==> config.mk <==
export PLATFORM = sky130hd
export DESIGN_NAME = bbd_decoder
export DESIGN_NICKNAME = d
export VERILOG_FILES = /design/src/inc/bbd_pkg.sv /design/src/bbd_decoder.sv
export VERILOG_INCLUDE_DIRS = /design/src /design/src/inc
export SDC_FILE = /design/constraint.sdc
export NUM_CORES = 1
export LEC_CHECK = 0
export ABC_AREA = 1
export CAP_MARGIN = 20
export CORE_MARGIN = 8
export CORE_UTILIZATION = 45
export DETAILED_ROUTE_END_ITERATION = 8
export DONT_BUFFER_PORTS = 1
export GPL_TIMING_DRIVEN = 0
export PLACE_DENSITY = 0.69
export SETUP_SLACK_MARGIN = 0.05
export SLEW_MARGIN = 10
export SYNTH_ARGS = -nofsm -noshare
export SYNTH_HDL_FRONTEND = slang
export SYNTH_SLANG_ARGS = --single-unit
export TNS_END_PERCENT = 5
==> constraint.sdc <==
create_clock -name ref_clk -period 4.55 [get_ports ref_clk]
set_clock_uncertainty 0.1 [all_clocks]
set_input_delay 0.91 -clock ref_clk [delete_from_list [all_inputs] [get_ports ref_clk]]
set_output_delay 0.91 -clock ref_clk [all_outputs]
set_load 0.01 [all_outputs]
==> src/inc/bbd_defs.svh <==
`ifndef BBD_DEFS_SVH
`define BBD_DEFS_SVH
`define BBD_OP_NOP 8'h00
`define BBD_OP_CLR_C 8'hC3
`define BBD_OP_CLR_BIT 8'hC2
`define BBD_OP_SET_C 8'hD3
`define BBD_OP_SET_BIT 8'hD2
`define BBD_OP_INV_C 8'hB3
`define BBD_OP_INV_BIT 8'hB2
`define BBD_OP_AND_BIT 8'h82
`define BBD_OP_AND_NBIT 8'hB0
`define BBD_OP_OR_BIT 8'h72
`define BBD_OP_CPY_BIT 8'hA2
`define BBD_OP_WR_BIT 8'h92
`define BBD_OP_FAR_CALL 8'h12
`define BBD_OP_FAR_JUMP 8'h02
`define BBD_OP_RTN 8'h22
`define BBD_OP_ISR_RTN 8'h32
`define BBD_OP_NEAR 8'h80
`define BBD_OP_IND_JUMP 8'h73
`define BBD_OP_ACC_Z 8'h60
`define BBD_OP_ACC_NZ 8'h70
`define BBD_OP_CY_SET 8'h40
`define BBD_OP_CY_CLR 8'h50
`define BBD_OP_BIT_SET 8'h20
`define BBD_OP_BIT_CLR 8'h30
`define BBD_OP_BIT_SETCLR 8'h10
`define BBD_OP_CMP_DIR 8'hB5
`define BBD_OP_CMP_IMM 8'hB4
`define BBD_OP_DEC_DIR 8'hD5
`define BBD_PAGE_LOW 4'h1
`define BBD_PAGE_LOW_F 3:0
`define BBD_PAGE_HI_F 7:5
`define BBD_PAGE_CALL_B 4
`define BBD_PAGE_KEEP_F 15:11
`define BBD_STAR_F 7:3
`define BBD_STAR_REG_F 2:0
`define BBD_CMP_REG 5'h17
`define BBD_DEC_REG 5'h1B
`define BBD_CMP_IND 7'h5B
`define BBD_CMP_IND_F 7:1
`define BBD_LEN1 2'h1
`define BBD_LEN2 2'h2
`define BBD_LEN3 2'h3
`define BBD_BYTE_ZERO 8'h00
`define BBD_BYTE_ONE 8'h01
`endif

==> src/inc/bbd_pkg.sv <==
package bbd_pkg;
	typedef enum logic [2:0] {
		ST_IDLE = 3'h1,
		ST_CYC1 = 3'h2,
		ST_CYC2 = 3'h4
	} bbd_state_type;
	typedef enum logic [1:0] {
		SEL_NONE = 2'h0,
		SEL_DIRECT = 2'h1,
		SEL_WREG = 2'h2,
		SEL_INDIRECT = 2'h3
	} bbd_sel_type;
endpackage

==> src/bbd_decoder.sv <==
`timescale 1ns/1ps
`default_nettype none
`include "bbd_defs.svh"
module bbd_decoder #(
	parameter logic [7:0] OP_OR_NBIT = 8'hA0
) (
	input wire logic ref_clk, // Core clock, 10 MHz
	input wire logic srst, // Synchronous reset, high
	input wire logic instr_valid, // Fetch unit offers an instruction
	input wire logic [7:0] op_byte, // First instruction byte
	input wire logic [7:0] arg1_byte, // Second instruction byte
	input wire logic [7:0] arg2_byte, // Third instruction byte
	input wire logic [15:0] next_pc, // Address of following instruction
	input wire logic [7:0] acc_in, // Accumulator
	input wire logic carry_in, // Carry flag
	input wire logic bit_in, // Addressed direct bit
	input wire logic [7:0] operand_in, // Byte picked by operand_sel
	input wire logic [15:0] data_pointer_register_in, // Data pointer register
	input wire logic [15:0] ret_addr_in, // Return address off the stack
	output logic instr_ready, // Decoder idle, takes instr_valid
	output logic [1:0] instr_len, // Length of taken instruction
	output logic two_cycle, // Taken instruction needs two cycles
	output bbd_pkg::bbd_sel_type operand_sel, // Source of operand_in
	output logic [2:0] reg_index, // Working or pointer register
	output logic [7:0] operand_addr, // Direct byte or bit address
	output logic done, // Results below valid, one cycle
	output logic illegal_op, // Opcode outside this group
	output logic carry_we, // Write carry_out to carry flag
	output logic carry_out, // New carry value
	output logic bit_we, // Write bit_out to addressed bit
	output logic bit_out, // New bit value
	output logic byte_we, // Write byte_out back to operand
	output logic [7:0] byte_out, // Decremented byte
	output logic pc_load, // Load pc_target into program counter
	output logic [15:0] pc_target, // Branch target
	output logic push_ret, // Push next_pc, call taken
	output logic pop_ret, // Return address consumed
	output logic isr_exit_done // Interrupt service exit retired
);
	// The idle opcode must stay the idle opcode
	if (OP_OR_NBIT == `BBD_OP_NOP) begin : g_chk
		$error("bbd_decoder: OP_OR_NBIT collides with idle");
	end

	bbd_pkg::bbd_state_type state_r, state_nxt;
	bbd_pkg::bbd_sel_type sel_r, sel_nxt;
	logic [7:0] op_r, op_nxt, a1_r, a1_nxt, a2_r, a2_nxt;
	logic [15:0] npc_r, npc_nxt;
	logic [1:0] len_r, len_nxt;
	logic two_r, two_nxt, ill_r, ill_nxt;
	logic [2:0] ridx_r, ridx_nxt;
	logic done_r, done_nxt, cwe_r, cwe_nxt, cy_r, cy_nxt;
	logic bwe_r, bwe_nxt, bo_r, bo_nxt, ywe_r, ywe_nxt;
	logic [7:0] yo_r, yo_nxt;
	logic pl_r, pl_nxt, push_r, push_nxt, pop_r, pop_nxt;
	logic isr_r, isr_nxt;
	logic [15:0] pt_r, pt_nxt;

	// Execute-stage helpers
	logic last;
	logic [7:0] rel, cmp_a, dec;
	logic [15:0] br_tgt;
	logic is_page, is_creg, is_cind, is_dreg;

	assign instr_ready = (state_r == bbd_pkg::ST_IDLE);
	assign instr_len = len_r;
	assign two_cycle = two_r;
	assign operand_sel = sel_r;
	assign reg_index = ridx_r;
	assign operand_addr = a1_r;
	assign done = done_r;
	assign illegal_op = ill_r;
	assign carry_we = cwe_r;
	assign carry_out = cy_r;
	assign bit_we = bwe_r;
	assign bit_out = bo_r;
	assign byte_we = ywe_r;
	assign byte_out = yo_r;
	assign pc_load = pl_r;
	assign pc_target = pt_r;
	assign push_ret = push_r;
	assign pop_ret = pop_r;
	assign isr_exit_done = isr_r;

	// Decode on accept, execute on the last cycle, result pulse after
	always_comb begin
		state_nxt = state_r;
		sel_nxt = sel_r;
		op_nxt = op_r;
		a1_nxt = a1_r;
		a2_nxt = a2_r;
		npc_nxt = npc_r;
		len_nxt = len_r;
		two_nxt = two_r;
		ill_nxt = ill_r;
		ridx_nxt = ridx_r;
		done_nxt = 1'b0;
		cwe_nxt = 1'b0;
		cy_nxt = cy_r;
		bwe_nxt = 1'b0;
		bo_nxt = bo_r;
		ywe_nxt = 1'b0;
		yo_nxt = yo_r;
		pl_nxt = 1'b0;
		pt_nxt = pt_r;
		push_nxt = 1'b0;
		pop_nxt = 1'b0;
		isr_nxt = 1'b0;
		last = 1'b0;
		// Pattern groups share one decode each
		is_page = (op_r[`BBD_PAGE_LOW_F] == `BBD_PAGE_LOW);
		is_creg = (op_r[`BBD_STAR_F] == `BBD_CMP_REG);
		is_cind = (op_r[`BBD_CMP_IND_F] == `BBD_CMP_IND);
		is_dreg = (op_r[`BBD_STAR_F] == `BBD_DEC_REG);
		// Three-byte branches carry rel in the third byte
		rel = (len_r == `BBD_LEN3) ? a2_r : a1_r;
		br_tgt = npc_r + 16'($signed(rel));
		cmp_a = (is_creg || is_cind) ? operand_in : acc_in;
		dec = operand_in - `BBD_BYTE_ONE;
		case (state_r)
			bbd_pkg::ST_IDLE: begin
				if (instr_valid) begin
					state_nxt = bbd_pkg::ST_CYC1;
					op_nxt = op_byte;
					a1_nxt = arg1_byte;
					a2_nxt = arg2_byte;
					npc_nxt = next_pc;
					ill_nxt = 1'b0;
					sel_nxt = bbd_pkg::SEL_NONE;
					ridx_nxt = op_byte[`BBD_STAR_REG_F];
					len_nxt = `BBD_LEN2;
					two_nxt = 1'b1;
					if (op_byte[`BBD_PAGE_LOW_F] == `BBD_PAGE_LOW) begin
						len_nxt = `BBD_LEN2;
					end else if (op_byte[`BBD_STAR_F] == `BBD_CMP_REG) begin
						len_nxt = `BBD_LEN3;
						sel_nxt = bbd_pkg::SEL_WREG;
					end else if (op_byte[`BBD_STAR_F] == `BBD_DEC_REG) begin
						sel_nxt = bbd_pkg::SEL_WREG;
					end else if (op_byte[`BBD_CMP_IND_F] == `BBD_CMP_IND) begin
						len_nxt = `BBD_LEN3;
						sel_nxt = bbd_pkg::SEL_INDIRECT;
					end else if (op_byte == OP_OR_NBIT) begin
						two_nxt = 1'b1;
					end else begin
						case (op_byte)
							`BBD_OP_CLR_C, `BBD_OP_SET_C, `BBD_OP_INV_C,
							`BBD_OP_NOP: begin
								len_nxt = `BBD_LEN1;
								two_nxt = 1'b0;
							end
							`BBD_OP_CLR_BIT, `BBD_OP_SET_BIT, `BBD_OP_INV_BIT,
							`BBD_OP_CPY_BIT: begin
								two_nxt = 1'b0;
							end
							`BBD_OP_AND_BIT, `BBD_OP_AND_NBIT, `BBD_OP_OR_BIT,
							`BBD_OP_WR_BIT, `BBD_OP_NEAR, `BBD_OP_ACC_Z,
							`BBD_OP_ACC_NZ, `BBD_OP_CY_SET,
							`BBD_OP_CY_CLR: begin
								len_nxt = `BBD_LEN2;
							end
							`BBD_OP_FAR_CALL, `BBD_OP_FAR_JUMP, `BBD_OP_BIT_SET,
							`BBD_OP_BIT_CLR, `BBD_OP_BIT_SETCLR,
							`BBD_OP_CMP_IMM: begin
								len_nxt = `BBD_LEN3;
							end
							`BBD_OP_CMP_DIR, `BBD_OP_DEC_DIR: begin
								len_nxt = `BBD_LEN3;
								sel_nxt = bbd_pkg::SEL_DIRECT;
							end
							`BBD_OP_RTN, `BBD_OP_ISR_RTN,
							`BBD_OP_IND_JUMP: begin
								len_nxt = `BBD_LEN1;
							end
							default: begin
								// Other groups retire at once, flagged
								len_nxt = `BBD_LEN1;
								two_nxt = 1'b0;
								ill_nxt = 1'b1;
							end
						endcase
					end
				end
			end
			bbd_pkg::ST_CYC1: begin
				if (two_r) begin
					state_nxt = bbd_pkg::ST_CYC2;
				end else begin
					state_nxt = bbd_pkg::ST_IDLE;
					last = 1'b1;
				end
			end
			bbd_pkg::ST_CYC2: begin
				state_nxt = bbd_pkg::ST_IDLE;
				last = 1'b1;
			end
			default: begin
				state_nxt = bbd_pkg::ST_IDLE;
			end
		endcase
		// Operands are sampled only on the last cycle, so a slow datapath
		// read has the whole instruction time to settle
		if (last) begin
			done_nxt = 1'b1;
			pt_nxt = br_tgt;
			if (is_page) begin
				pl_nxt = 1'b1;
				pt_nxt = {npc_r[`BBD_PAGE_KEEP_F], op_r[`BBD_PAGE_HI_F],
					a1_r};
				push_nxt = op_r[`BBD_PAGE_CALL_B];
			end else if (is_creg || is_cind) begin
				pl_nxt = (cmp_a != a1_r);
				cwe_nxt = 1'b1;
				cy_nxt = (cmp_a < a1_r);
			end else if (is_dreg) begin
				ywe_nxt = 1'b1;
				yo_nxt = dec;
				pl_nxt = (dec != `BBD_BYTE_ZERO);
			end else if (op_r == OP_OR_NBIT) begin
				cwe_nxt = 1'b1;
				cy_nxt = carry_in | ~bit_in;
			end else begin
				case (op_r)
					`BBD_OP_CLR_C: begin
						cwe_nxt = 1'b1;
						cy_nxt = 1'b0;
					end
					`BBD_OP_SET_C: begin
						cwe_nxt = 1'b1;
						cy_nxt = 1'b1;
					end
					`BBD_OP_INV_C: begin
						cwe_nxt = 1'b1;
						cy_nxt = ~carry_in;
					end
					`BBD_OP_CLR_BIT: begin
						bwe_nxt = 1'b1;
						bo_nxt = 1'b0;
					end
					`BBD_OP_SET_BIT: begin
						bwe_nxt = 1'b1;
						bo_nxt = 1'b1;
					end
					`BBD_OP_INV_BIT: begin
						bwe_nxt = 1'b1;
						bo_nxt = ~bit_in;
					end
					`BBD_OP_AND_BIT: begin
						cwe_nxt = 1'b1;
						cy_nxt = carry_in & bit_in;
					end
					`BBD_OP_AND_NBIT: begin
						cwe_nxt = 1'b1;
						cy_nxt = carry_in & ~bit_in;
					end
					`BBD_OP_OR_BIT: begin
						cwe_nxt = 1'b1;
						cy_nxt = carry_in | bit_in;
					end
					`BBD_OP_CPY_BIT: begin
						cwe_nxt = 1'b1;
						cy_nxt = bit_in;
					end
					`BBD_OP_WR_BIT: begin
						bwe_nxt = 1'b1;
						bo_nxt = carry_in;
					end
					`BBD_OP_FAR_CALL, `BBD_OP_FAR_JUMP: begin
						pl_nxt = 1'b1;
						pt_nxt = {a1_r, a2_r};
						push_nxt = (op_r == `BBD_OP_FAR_CALL);
					end
					`BBD_OP_RTN, `BBD_OP_ISR_RTN: begin
						pl_nxt = 1'b1;
						pt_nxt = ret_addr_in;
						pop_nxt = 1'b1;
						isr_nxt = (op_r == `BBD_OP_ISR_RTN);
					end
					`BBD_OP_NEAR: pl_nxt = 1'b1;
					`BBD_OP_IND_JUMP: begin
						pl_nxt = 1'b1;
						pt_nxt = data_pointer_register_in + {8'h00, acc_in};
					end
					`BBD_OP_ACC_Z: pl_nxt = (acc_in == `BBD_BYTE_ZERO);
					`BBD_OP_ACC_NZ: pl_nxt = (acc_in != `BBD_BYTE_ZERO);
					`BBD_OP_CY_SET: pl_nxt = carry_in;
					`BBD_OP_CY_CLR: pl_nxt = ~carry_in;
					`BBD_OP_BIT_SET: pl_nxt = bit_in;
					`BBD_OP_BIT_CLR: pl_nxt = ~bit_in;
					`BBD_OP_BIT_SETCLR: begin
						pl_nxt = bit_in;
						bwe_nxt = bit_in;
						bo_nxt = 1'b0;
					end
					`BBD_OP_CMP_DIR, `BBD_OP_CMP_IMM: begin
						// Direct form compares against operand_in
						pl_nxt = (op_r == `BBD_OP_CMP_DIR) ?
							(acc_in != operand_in) : (acc_in != a1_r);
						cwe_nxt = 1'b1;
						cy_nxt = (op_r == `BBD_OP_CMP_DIR) ?
							(acc_in < operand_in) : (acc_in < a1_r);
					end
					`BBD_OP_DEC_DIR: begin
						ywe_nxt = 1'b1;
						yo_nxt = dec;
						pl_nxt = (dec != `BBD_BYTE_ZERO);
					end
					default: begin
						pl_nxt = 1'b0;
					end
				endcase
			end
		end
	end

	// Register every piece of decoder state
	always_ff @(posedge ref_clk) begin
		if (srst) begin
			state_r <= bbd_pkg::ST_IDLE;
			sel_r <= bbd_pkg::SEL_NONE;
			op_r <= `BBD_OP_NOP;
			a1_r <= `BBD_BYTE_ZERO;
			a2_r <= `BBD_BYTE_ZERO;
			npc_r <= '0;
			len_r <= `BBD_LEN1;
			two_r <= 1'b0;
			ill_r <= 1'b0;
			ridx_r <= '0;
			done_r <= 1'b0;
			cwe_r <= 1'b0;
			cy_r <= 1'b0;
			bwe_r <= 1'b0;
			bo_r <= 1'b0;
			ywe_r <= 1'b0;
			yo_r <= `BBD_BYTE_ZERO;
			pl_r <= 1'b0;
			pt_r <= '0;
			push_r <= 1'b0;
			pop_r <= 1'b0;
			isr_r <= 1'b0;
		end else begin
			state_r <= state_nxt;
			sel_r <= sel_nxt;
			op_r <= op_nxt;
			a1_r <= a1_nxt;
			a2_r <= a2_nxt;
			npc_r <= npc_nxt;
			len_r <= len_nxt;
			two_r <= two_nxt;
			ill_r <= ill_nxt;
			ridx_r <= ridx_nxt;
			done_r <= done_nxt;
			cwe_r <= cwe_nxt;
			cy_r <= cy_nxt;
			bwe_r <= bwe_nxt;
			bo_r <= bo_nxt;
			ywe_r <= ywe_nxt;
			yo_r <= yo_nxt;
			pl_r <= pl_nxt;
			pt_r <= pt_nxt;
			push_r <= push_nxt;
			pop_r <= pop_nxt;
			isr_r <= isr_nxt;
		end
	end
endmodule
`default_nettype wire

==> results of run 1 <==
[layout make-up]
type,instances,area (um2),area share [%]
Sequential cell,83,1660,23.4
Clock inverter,6,68.8,0.968
Multi-Input combinational cell,841,4260,59.9
Antenna cell,3,7.51,0.106
Inverter,130,489,6.88
Tap cell,184,230,3.24
Clock buffer,10,239,3.36
Buffer,32,158,2.22
[layout by cell type (no fill, tap or decap), types with 8 or more instances in the layout]
master                        n
sky130_fd_sc_hd__clkbuf_16    9
sky130_fd_sc_hd__nand2_1    259
sky130_fd_sc_hd__a21oi_1     88
sky130_fd_sc_hd__inv_2       10
sky130_fd_sc_hd__ha_1        49
sky130_fd_sc_hd__nor2_1     149
sky130_fd_sc_hd__clkbuf_1    18
sky130_fd_sc_hd__inv_1      119
sky130_fd_sc_hd__o21ai_0    115
sky130_fd_sc_hd__dfxtp_1     83
sky130_fd_sc_hd__nand3_1     86
sky130_fd_sc_hd__nor3_1      17
sky130_fd_sc_hd__nand4_1     21
sky130_fd_sc_hd__nand3b_1     8
[worst reg2reg max path: stages, from the launching register on]
cell and delay, ns:
sky130_fd_sc_hd__dfxtp_1 0.37, sky130_fd_sc_hd__nand2_1 0.21, sky130_fd_sc_hd__clkbuf_1 0.33, sky130_fd_sc_hd__o21ai_0 0.13, sky130_fd_sc_hd__ha_1 0.23, sky130_fd_sc_hd__fa_1 0.45
sky130_fd_sc_hd__nand3_1 0.10, sky130_fd_sc_hd__nand2_1 0.11, sky130_fd_sc_hd__nand2_1 0.10, sky130_fd_sc_hd__nand2_1 0.10, sky130_fd_sc_hd__nand2_1 0.10, sky130_fd_sc_hd__nand3b_1 0.08
sky130_fd_sc_hd__nand3_1 0.12, sky130_fd_sc_hd__nand4_1 0.08, sky130_fd_sc_hd__nand2_1 0.11, sky130_fd_sc_hd__nand2_1 0.05
[metrics by stage]
step                utilization [%]  setup slack (ns)  area [um2]
floorplan                         -              2.09        6570
global placement               47.3              1.57        6800
detailed placement             47.3              1.64        6800
CTS                            49.4              1.68        7100
global route                   49.5              1.41        7110
finish                         49.5              1.68        7110
[flip-flops by register name (all words and copies together), names as in the netlist, 2 cells and up]
signal	cells
instr_len	2
operand_addr	8
a2_r	8
pc_target	16
state_r	3
byte_out	8
operand_sel	2
op_r	8
npc_r	16
[Yosys cell counts, drive strengths merged]
cell type  count  area (um2)
a21o           1        7.51
a21oi         88         440
a22oi          3        22.5
a31o           1        8.76
a31oi          2        12.5
and2           2        12.5
buf           14        90.1
clkbuf        18        67.6
clkinv         1        5.00
dfxtp         83        1660
fa             2        40.0
ha            49         613
inv          129         484
nand2        261         985
nand3         87         440
nand3b         8        60.1
nand4         21         131
nor2         151         577
nor3          19         105
o211ai         6        45.0
o21a           3        22.5
o21ai        119         596
o21bai         2        15.0
o22ai          2        12.5
o31ai          2        15.0
or2            4        25.0
xnor2          2        17.5
xor2           6        52.6
[worst paths after layout]
check | from | endpoint | slack [ns] | depth (start not counted)
setup / recovery | instr_len[1] | pc_target[8] | 1.68 | 15
hold / removal | npc_r[11] | npc_r[11] | 0.39 | 2
setup reg to reg | instr_len[1] | pc_target[8] | 1.68 | 15
hold reg to reg | npc_r[11] | npc_r[11] | 0.39 | 2
[power by group]
group / total, W / internal, W / switching [W]
registers: 0.000977 / 0.000840 / 0.000136
clock network: 0.000783 / 0.000445 / 0.000338
logic: 0.00122 / 0.000398 / 0.000827
[routing by layer]
layer  wire [um]  share of wire [%]
met1        9500                 41
met2       10700                 46
met3        2210                9.6
met4         586                2.5
met5          22              0.096
[logic make-up after synthesis]
group                      count (synthesis)
AOI/OAI and AO/OA                        229
xor gates and xnor gates                   8
adders and majority gates                 51
buffers and inverters                    162
DFF                                       83
and+or+nand+nor                          553
==> flow_summary.toml, run 1 <==
[status]
outcome = "finished clean"

[clocking]
cts.sink_count = 83
cts_max_path_buffers = 2
postCtsHoldBufs = 0
cts.repair.resized = 0
tritoncts_clock_tree = "yes"
htreeDepth = 3
clk_transition_reported_paths_ns = 0.07
post_cts_setup_repair_bufs = 0
cts_made_buffers = 9
cts-root-buf = "sky130_fd_sc_hd__clkbuf_16"
clock_latency_ns = 0.36

[worst_setup_path]
critical-path-max-stage-delay_ns = 0.45
worst-endpoint-arrival_ns = 3.03
kind_of_launch_point_of_the_worst_setup_path = "flip-flop"
cp.buffers_inverters = 1
cp_slowest_cell = "sky130_fd_sc_hd__fa_1"
cp_cell_sequence = "nand2_1 -> clkbuf_1 -> o21ai_0 -> ha_1 -> fa_1 -> nand3_1 -> nand2_1 -> nand2_1 -> nand2_1 -> nand2_1 -> nand3b_1 -> nand3_1 -> nand4_1 -> nand2_1 -> nand2_1"
critical_path_peak_fanout = 10
crit_family = "simple AND/OR/NAND/NOR gates"
setup.worst_path.class = "flip-flop to flip-flop"
cp_data_required_time_ns = 4.71
crit_top_cell = "sky130_fd_sc_hd__nand2_1"
critical_path_end_type = "flip-flop"

[floorplan]
die-width_um = 137
number_of_top_level_design_ports = 145
initial_core_util_pct = 45.7
die_area_um2 = 18700
row_count = 44
core_um2 = 14400
die_height_um = 137

[route]
drt-pass1-iter-count = 7
wl_um = 23000
drt_first_iter_violations = 605
drc = 0
detailroute.via_count = 7158
antenna_violating_nets_post_route = 0
avgRoutedWirePerCell_um = 17.9
vias_per_cell = 5.55

[yosys]
synth_cells = 1086
yosysSeqAreaShare_pct = 25.3
synth_xor_xnor_area_share_pct = 1.07
postSynthRegisterBits = 83
compound_gate_portion_of_the_synthesized_area_pct = 18.2
post_synth_fa_ha_maj_area_fraction_pct = 9.95
yosysWarnings = 0
syn-cell-area_um2 = 6570
synth_simple_gate_area_share_pct = 35.6
synthesis.nets = 1230
synth_top_family_by_area = "simple AND/OR/NAND/NOR gates"
synth_area_per_cell_um2 = 6.05
yosys.cell_types.count = 38
synthMuxAreaShare_pct = 0

[global_routing]
grtUsageTotal_pct = 24.4
grt_pass1_wl_um = 35200
met2_usage_pct = 39.6
grt-ovfl-total = 0
met1_use_gr_pct = 30.2
grt_antenna_before_repair = 5
groute.layer.met3.usage_pct = 6.90
first_global_vias = 6427
most_congested_layer_reported_by_global_routing = "met2"
grt_max_degree = 16

[pwr]
ir_worst_vdd_mv = 0.278
power_per_cell_area_nw_per_um2 = 420
power_w = 0.00298
leakage_nw = 3.36

[min_path]
holdCritPathClass = "flip-flop to flip-flop"

[timing]
maxSlewViolCount = 0
slew-limit-headroom_pct = 53.4
worst_slew_pin_slew_ns = 0.700
achievable_frequency_ghz = 0.348
final_min_period_over_clock_period_pct = 63.1
finalWorstPathRequiredPeriod_ns = 2.87
grt_setup_unrepaired = "false"
final.setup.tns_ns = 0
fin_worst_hold_slack_ns = 0.390
final_hold_viol_count = 0
report.final.setup_viol = 0

[run]
timing.max_cap.violations = 0

[finish]
n_fill_cell = 1546
fraction_of_final_layout_cells_sized_beyond_drive_strength_1_pct = 4.72
final-instance-count-excl-fill = 1289
nNetsFinal = 1241
syn2layout_area_growth_pct = 8.31

[placed_design]
port_buffers = 0
detailed_place_hpwl_um = 18600
finalWeightedCongestion = 0.956
post-place-cells = 1270
No activity file was read; power rests on OpenSTA's default activity.
==> run 2, diff against run 1 <==
PLACE_DENSITY = 0.71   (was 0.69)
clock period = 2.4 ns   (was 4.55 ns; I/O delays follow)
==> run 2 against run 1 <==
Sequential share of layout area decreased by 0.79 points. Via count rose by 2.1%. Sequential power increased by 93%.
==> flow_summary.toml, run 2 (same netlist as run 1, synthesis figures left out) <==
[status]
outcome = "finished clean"

[placed_design]
detailed_place_hpwl_um = 18600
dp_worst_setup_slack_ns = -0.360
port_buffers = 0
post-place-cells = 1270
finalWeightedCongestion = 0.957
detailed_place.area_um2 = 6800

[timing]
worst_slew_pin_slew_ns = 0.729
achievable_frequency_ghz = 0.438
report.final.setup_viol = 0
final_min_period_over_clock_period_pct = 95.2
slew-limit-headroom_pct = 51.4
final_hold_viol_count = 0
timing.final.ws_setup_ns = 0.116
grt_setup_unrepaired = "true"
finalWorstPathRequiredPeriod_ns = 2.28
maxSlewViolCount = 0

[global_routing]
grtUsageTotal_pct = 24.4
grt_antenna_before_repair = 5
first_global_vias = 6613
grt_pass1_wl_um = 35300
grt_max_degree = 15
grt-ovfl-total = 0

[finish]
syn2layout_area_growth_pct = 13.9
final_util_pct = 52.1
fraction_of_final_layout_cells_sized_beyond_drive_strength_1_pct = 10.5
n_fill_cell = 1516
layout_common_cells = "sky130_fd_sc_hd__nand2_1, sky130_fd_sc_hd__nor2_1, sky130_fd_sc_hd__inv_1, sky130_fd_sc_hd__o21ai_0"
finalInstanceArea_um2 = 7480
final-instance-count-excl-fill = 1299
mostFrequentLayoutCell = "sky130_fd_sc_hd__nand2_1"
nNetsFinal = 1253

[floorplan]
die_area_um2 = 18700
die-width_um = 137
core_um2 = 14400
die_height_um = 137
number_of_top_level_design_ports = 145
row_count = 44
initial_core_util_pct = 45.7

[clocking]
cts-root-buf = "sky130_fd_sc_hd__clkbuf_16"
cts.sink_count = 83
cts_made_buffers = 9
clock_latency_ns = 0.36
clk_transition_reported_paths_ns = 0.08
tritoncts_clock_tree = "yes"
cts_max_path_buffers = 2
htreeDepth = 3

[route]
detailroute.via_count = 7307
avgRoutedWirePerCell_um = 18.3
vias_per_cell = 5.63
wl_um = 23700
drt-pass1-iter-count = 5
drc = 0
antenna_violating_nets_post_route = 0
drt_first_iter_violations = 769

[min_path]
holdCritPathClass = "input port to flip-flop"
min-delay-start = "operand_in[0]"
whs_endpoint = "byte_out[0]"
worst_hold_path.num_cells = 1

[worst_setup_path]
ff2ff_setup_slack_ns = 0.12
setup.worst_path.class = "flip-flop to flip-flop"
worstReg2RegStart = "operand_addr[6]"
cp_data_required_time_ns = 2.53
critical_path_end_type = "flip-flop"
ff2ff_path_depth = 13
kind_of_launch_point_of_the_worst_setup_path = "flip-flop"
r2r_endpoint = "pc_load"
critical_path_peak_fanout = 4
worst-endpoint-arrival_ns = 2.41

[pwr]
leakage_nw = 3.45
ir_worst_vdd_mv = 0.409
power_per_cell_area_nw_per_um2 = 800
power_w = 0.00598

[run]
timing.max_cap.violations = 0
-- run 2: final cells by class --
class / instances / area [um2] / share of cell area [%]
Clock inverter: 6 / 65.1 / 0.870
Tap cell: 184 / 230 / 3.08
Sequential cell: 83 / 1690 / 22.6
Timing Repair Buffer: 11 / 82.6 / 1.10
Clock buffer: 9 / 225 / 3.01
Multi-Input combinational cell: 842 / 4510 / 60.3
Antenna cell: 2 / 5.00 / 0.0669
Inverter: 130 / 494 / 6.61
Buffer: 32 / 180 / 2.41
-- run 2: per-layer routing --
layer	global-route usage [%]	vias up	share of wire (%)	wire, um
met5	0	-	0.13	31
met3	7.01	56	10	2400
met2	39.1	294	46	10800
met4	10.4	6	3.4	798
li1	-	3637	-	-
met1	30.0	3314	41	9680
-- run 2: how the worst max path moves through the flow --
stage	from	endpoint	slack (ns)	depth (start not counted)
6_report	operand_addr[6]	pc_load	0.12	13
2_1_floorplan	instr_len[0]	pc_target[14]	0.09	15
4_1_cts	op_r[1]	pc_load	0.04	13
3_3_place_gp	op_r[5]	pc_load	-0.36	15
5_1_grt	instr_len[1]	pc_target[8]	-0.03	16
3_5_place_dp	op_r[5]	pc_load	-0.36	15
-- run 2: per-stage QoR --
step                TNS (ns)  hold WS, ns
floorplan                  0        0.340
global placement       -3.76        0.375
detailed placement     -3.78        0.375
CTS                        0        0.103
global route         -0.0545        0.111
finish                     0        0.106
-- run 2: repair_timing --
item,in CTS,in global routing
pin swaps,8,17
hold buffers,0,0
resized for setup,43,44
endpoints found under the setup margin,16,17
setup buffers,6,4
cloned,1,1
-- run 2: worst max-delay path: stages, from the launching register on --
cell	delay (ns)
sky130_fd_sc_hd__dfxtp_1	0.51
sky130_fd_sc_hd__inv_1	0.21
sky130_fd_sc_hd__ha_1	0.31
sky130_fd_sc_hd__nand2_1	0.06
sky130_fd_sc_hd__nor2_1	0.23
sky130_fd_sc_hd__nand3_1	0.11
sky130_fd_sc_hd__nand2_1	0.08
sky130_fd_sc_hd__inv_1	0.04
sky130_fd_sc_hd__nand2_1	0.05
sky130_fd_sc_hd__nand2_1	0.05
sky130_fd_sc_hd__nor2_1	0.11
sky130_fd_sc_hd__nand3_1	0.09
sky130_fd_sc_hd__nor2_2	0.12
sky130_fd_sc_hd__nor2_2	0.07
-- run 2: where the power goes --
part | total (W) | internal, W | leakage, nW | switching, W
registers | 0.00189 | 0.00161 | 0.685 | 0.000282
logic | 0.00265 | 0.000937 | 2.63 | 0.00172
clock network | 0.00143 | 0.000803 | 0.142 | 0.000631
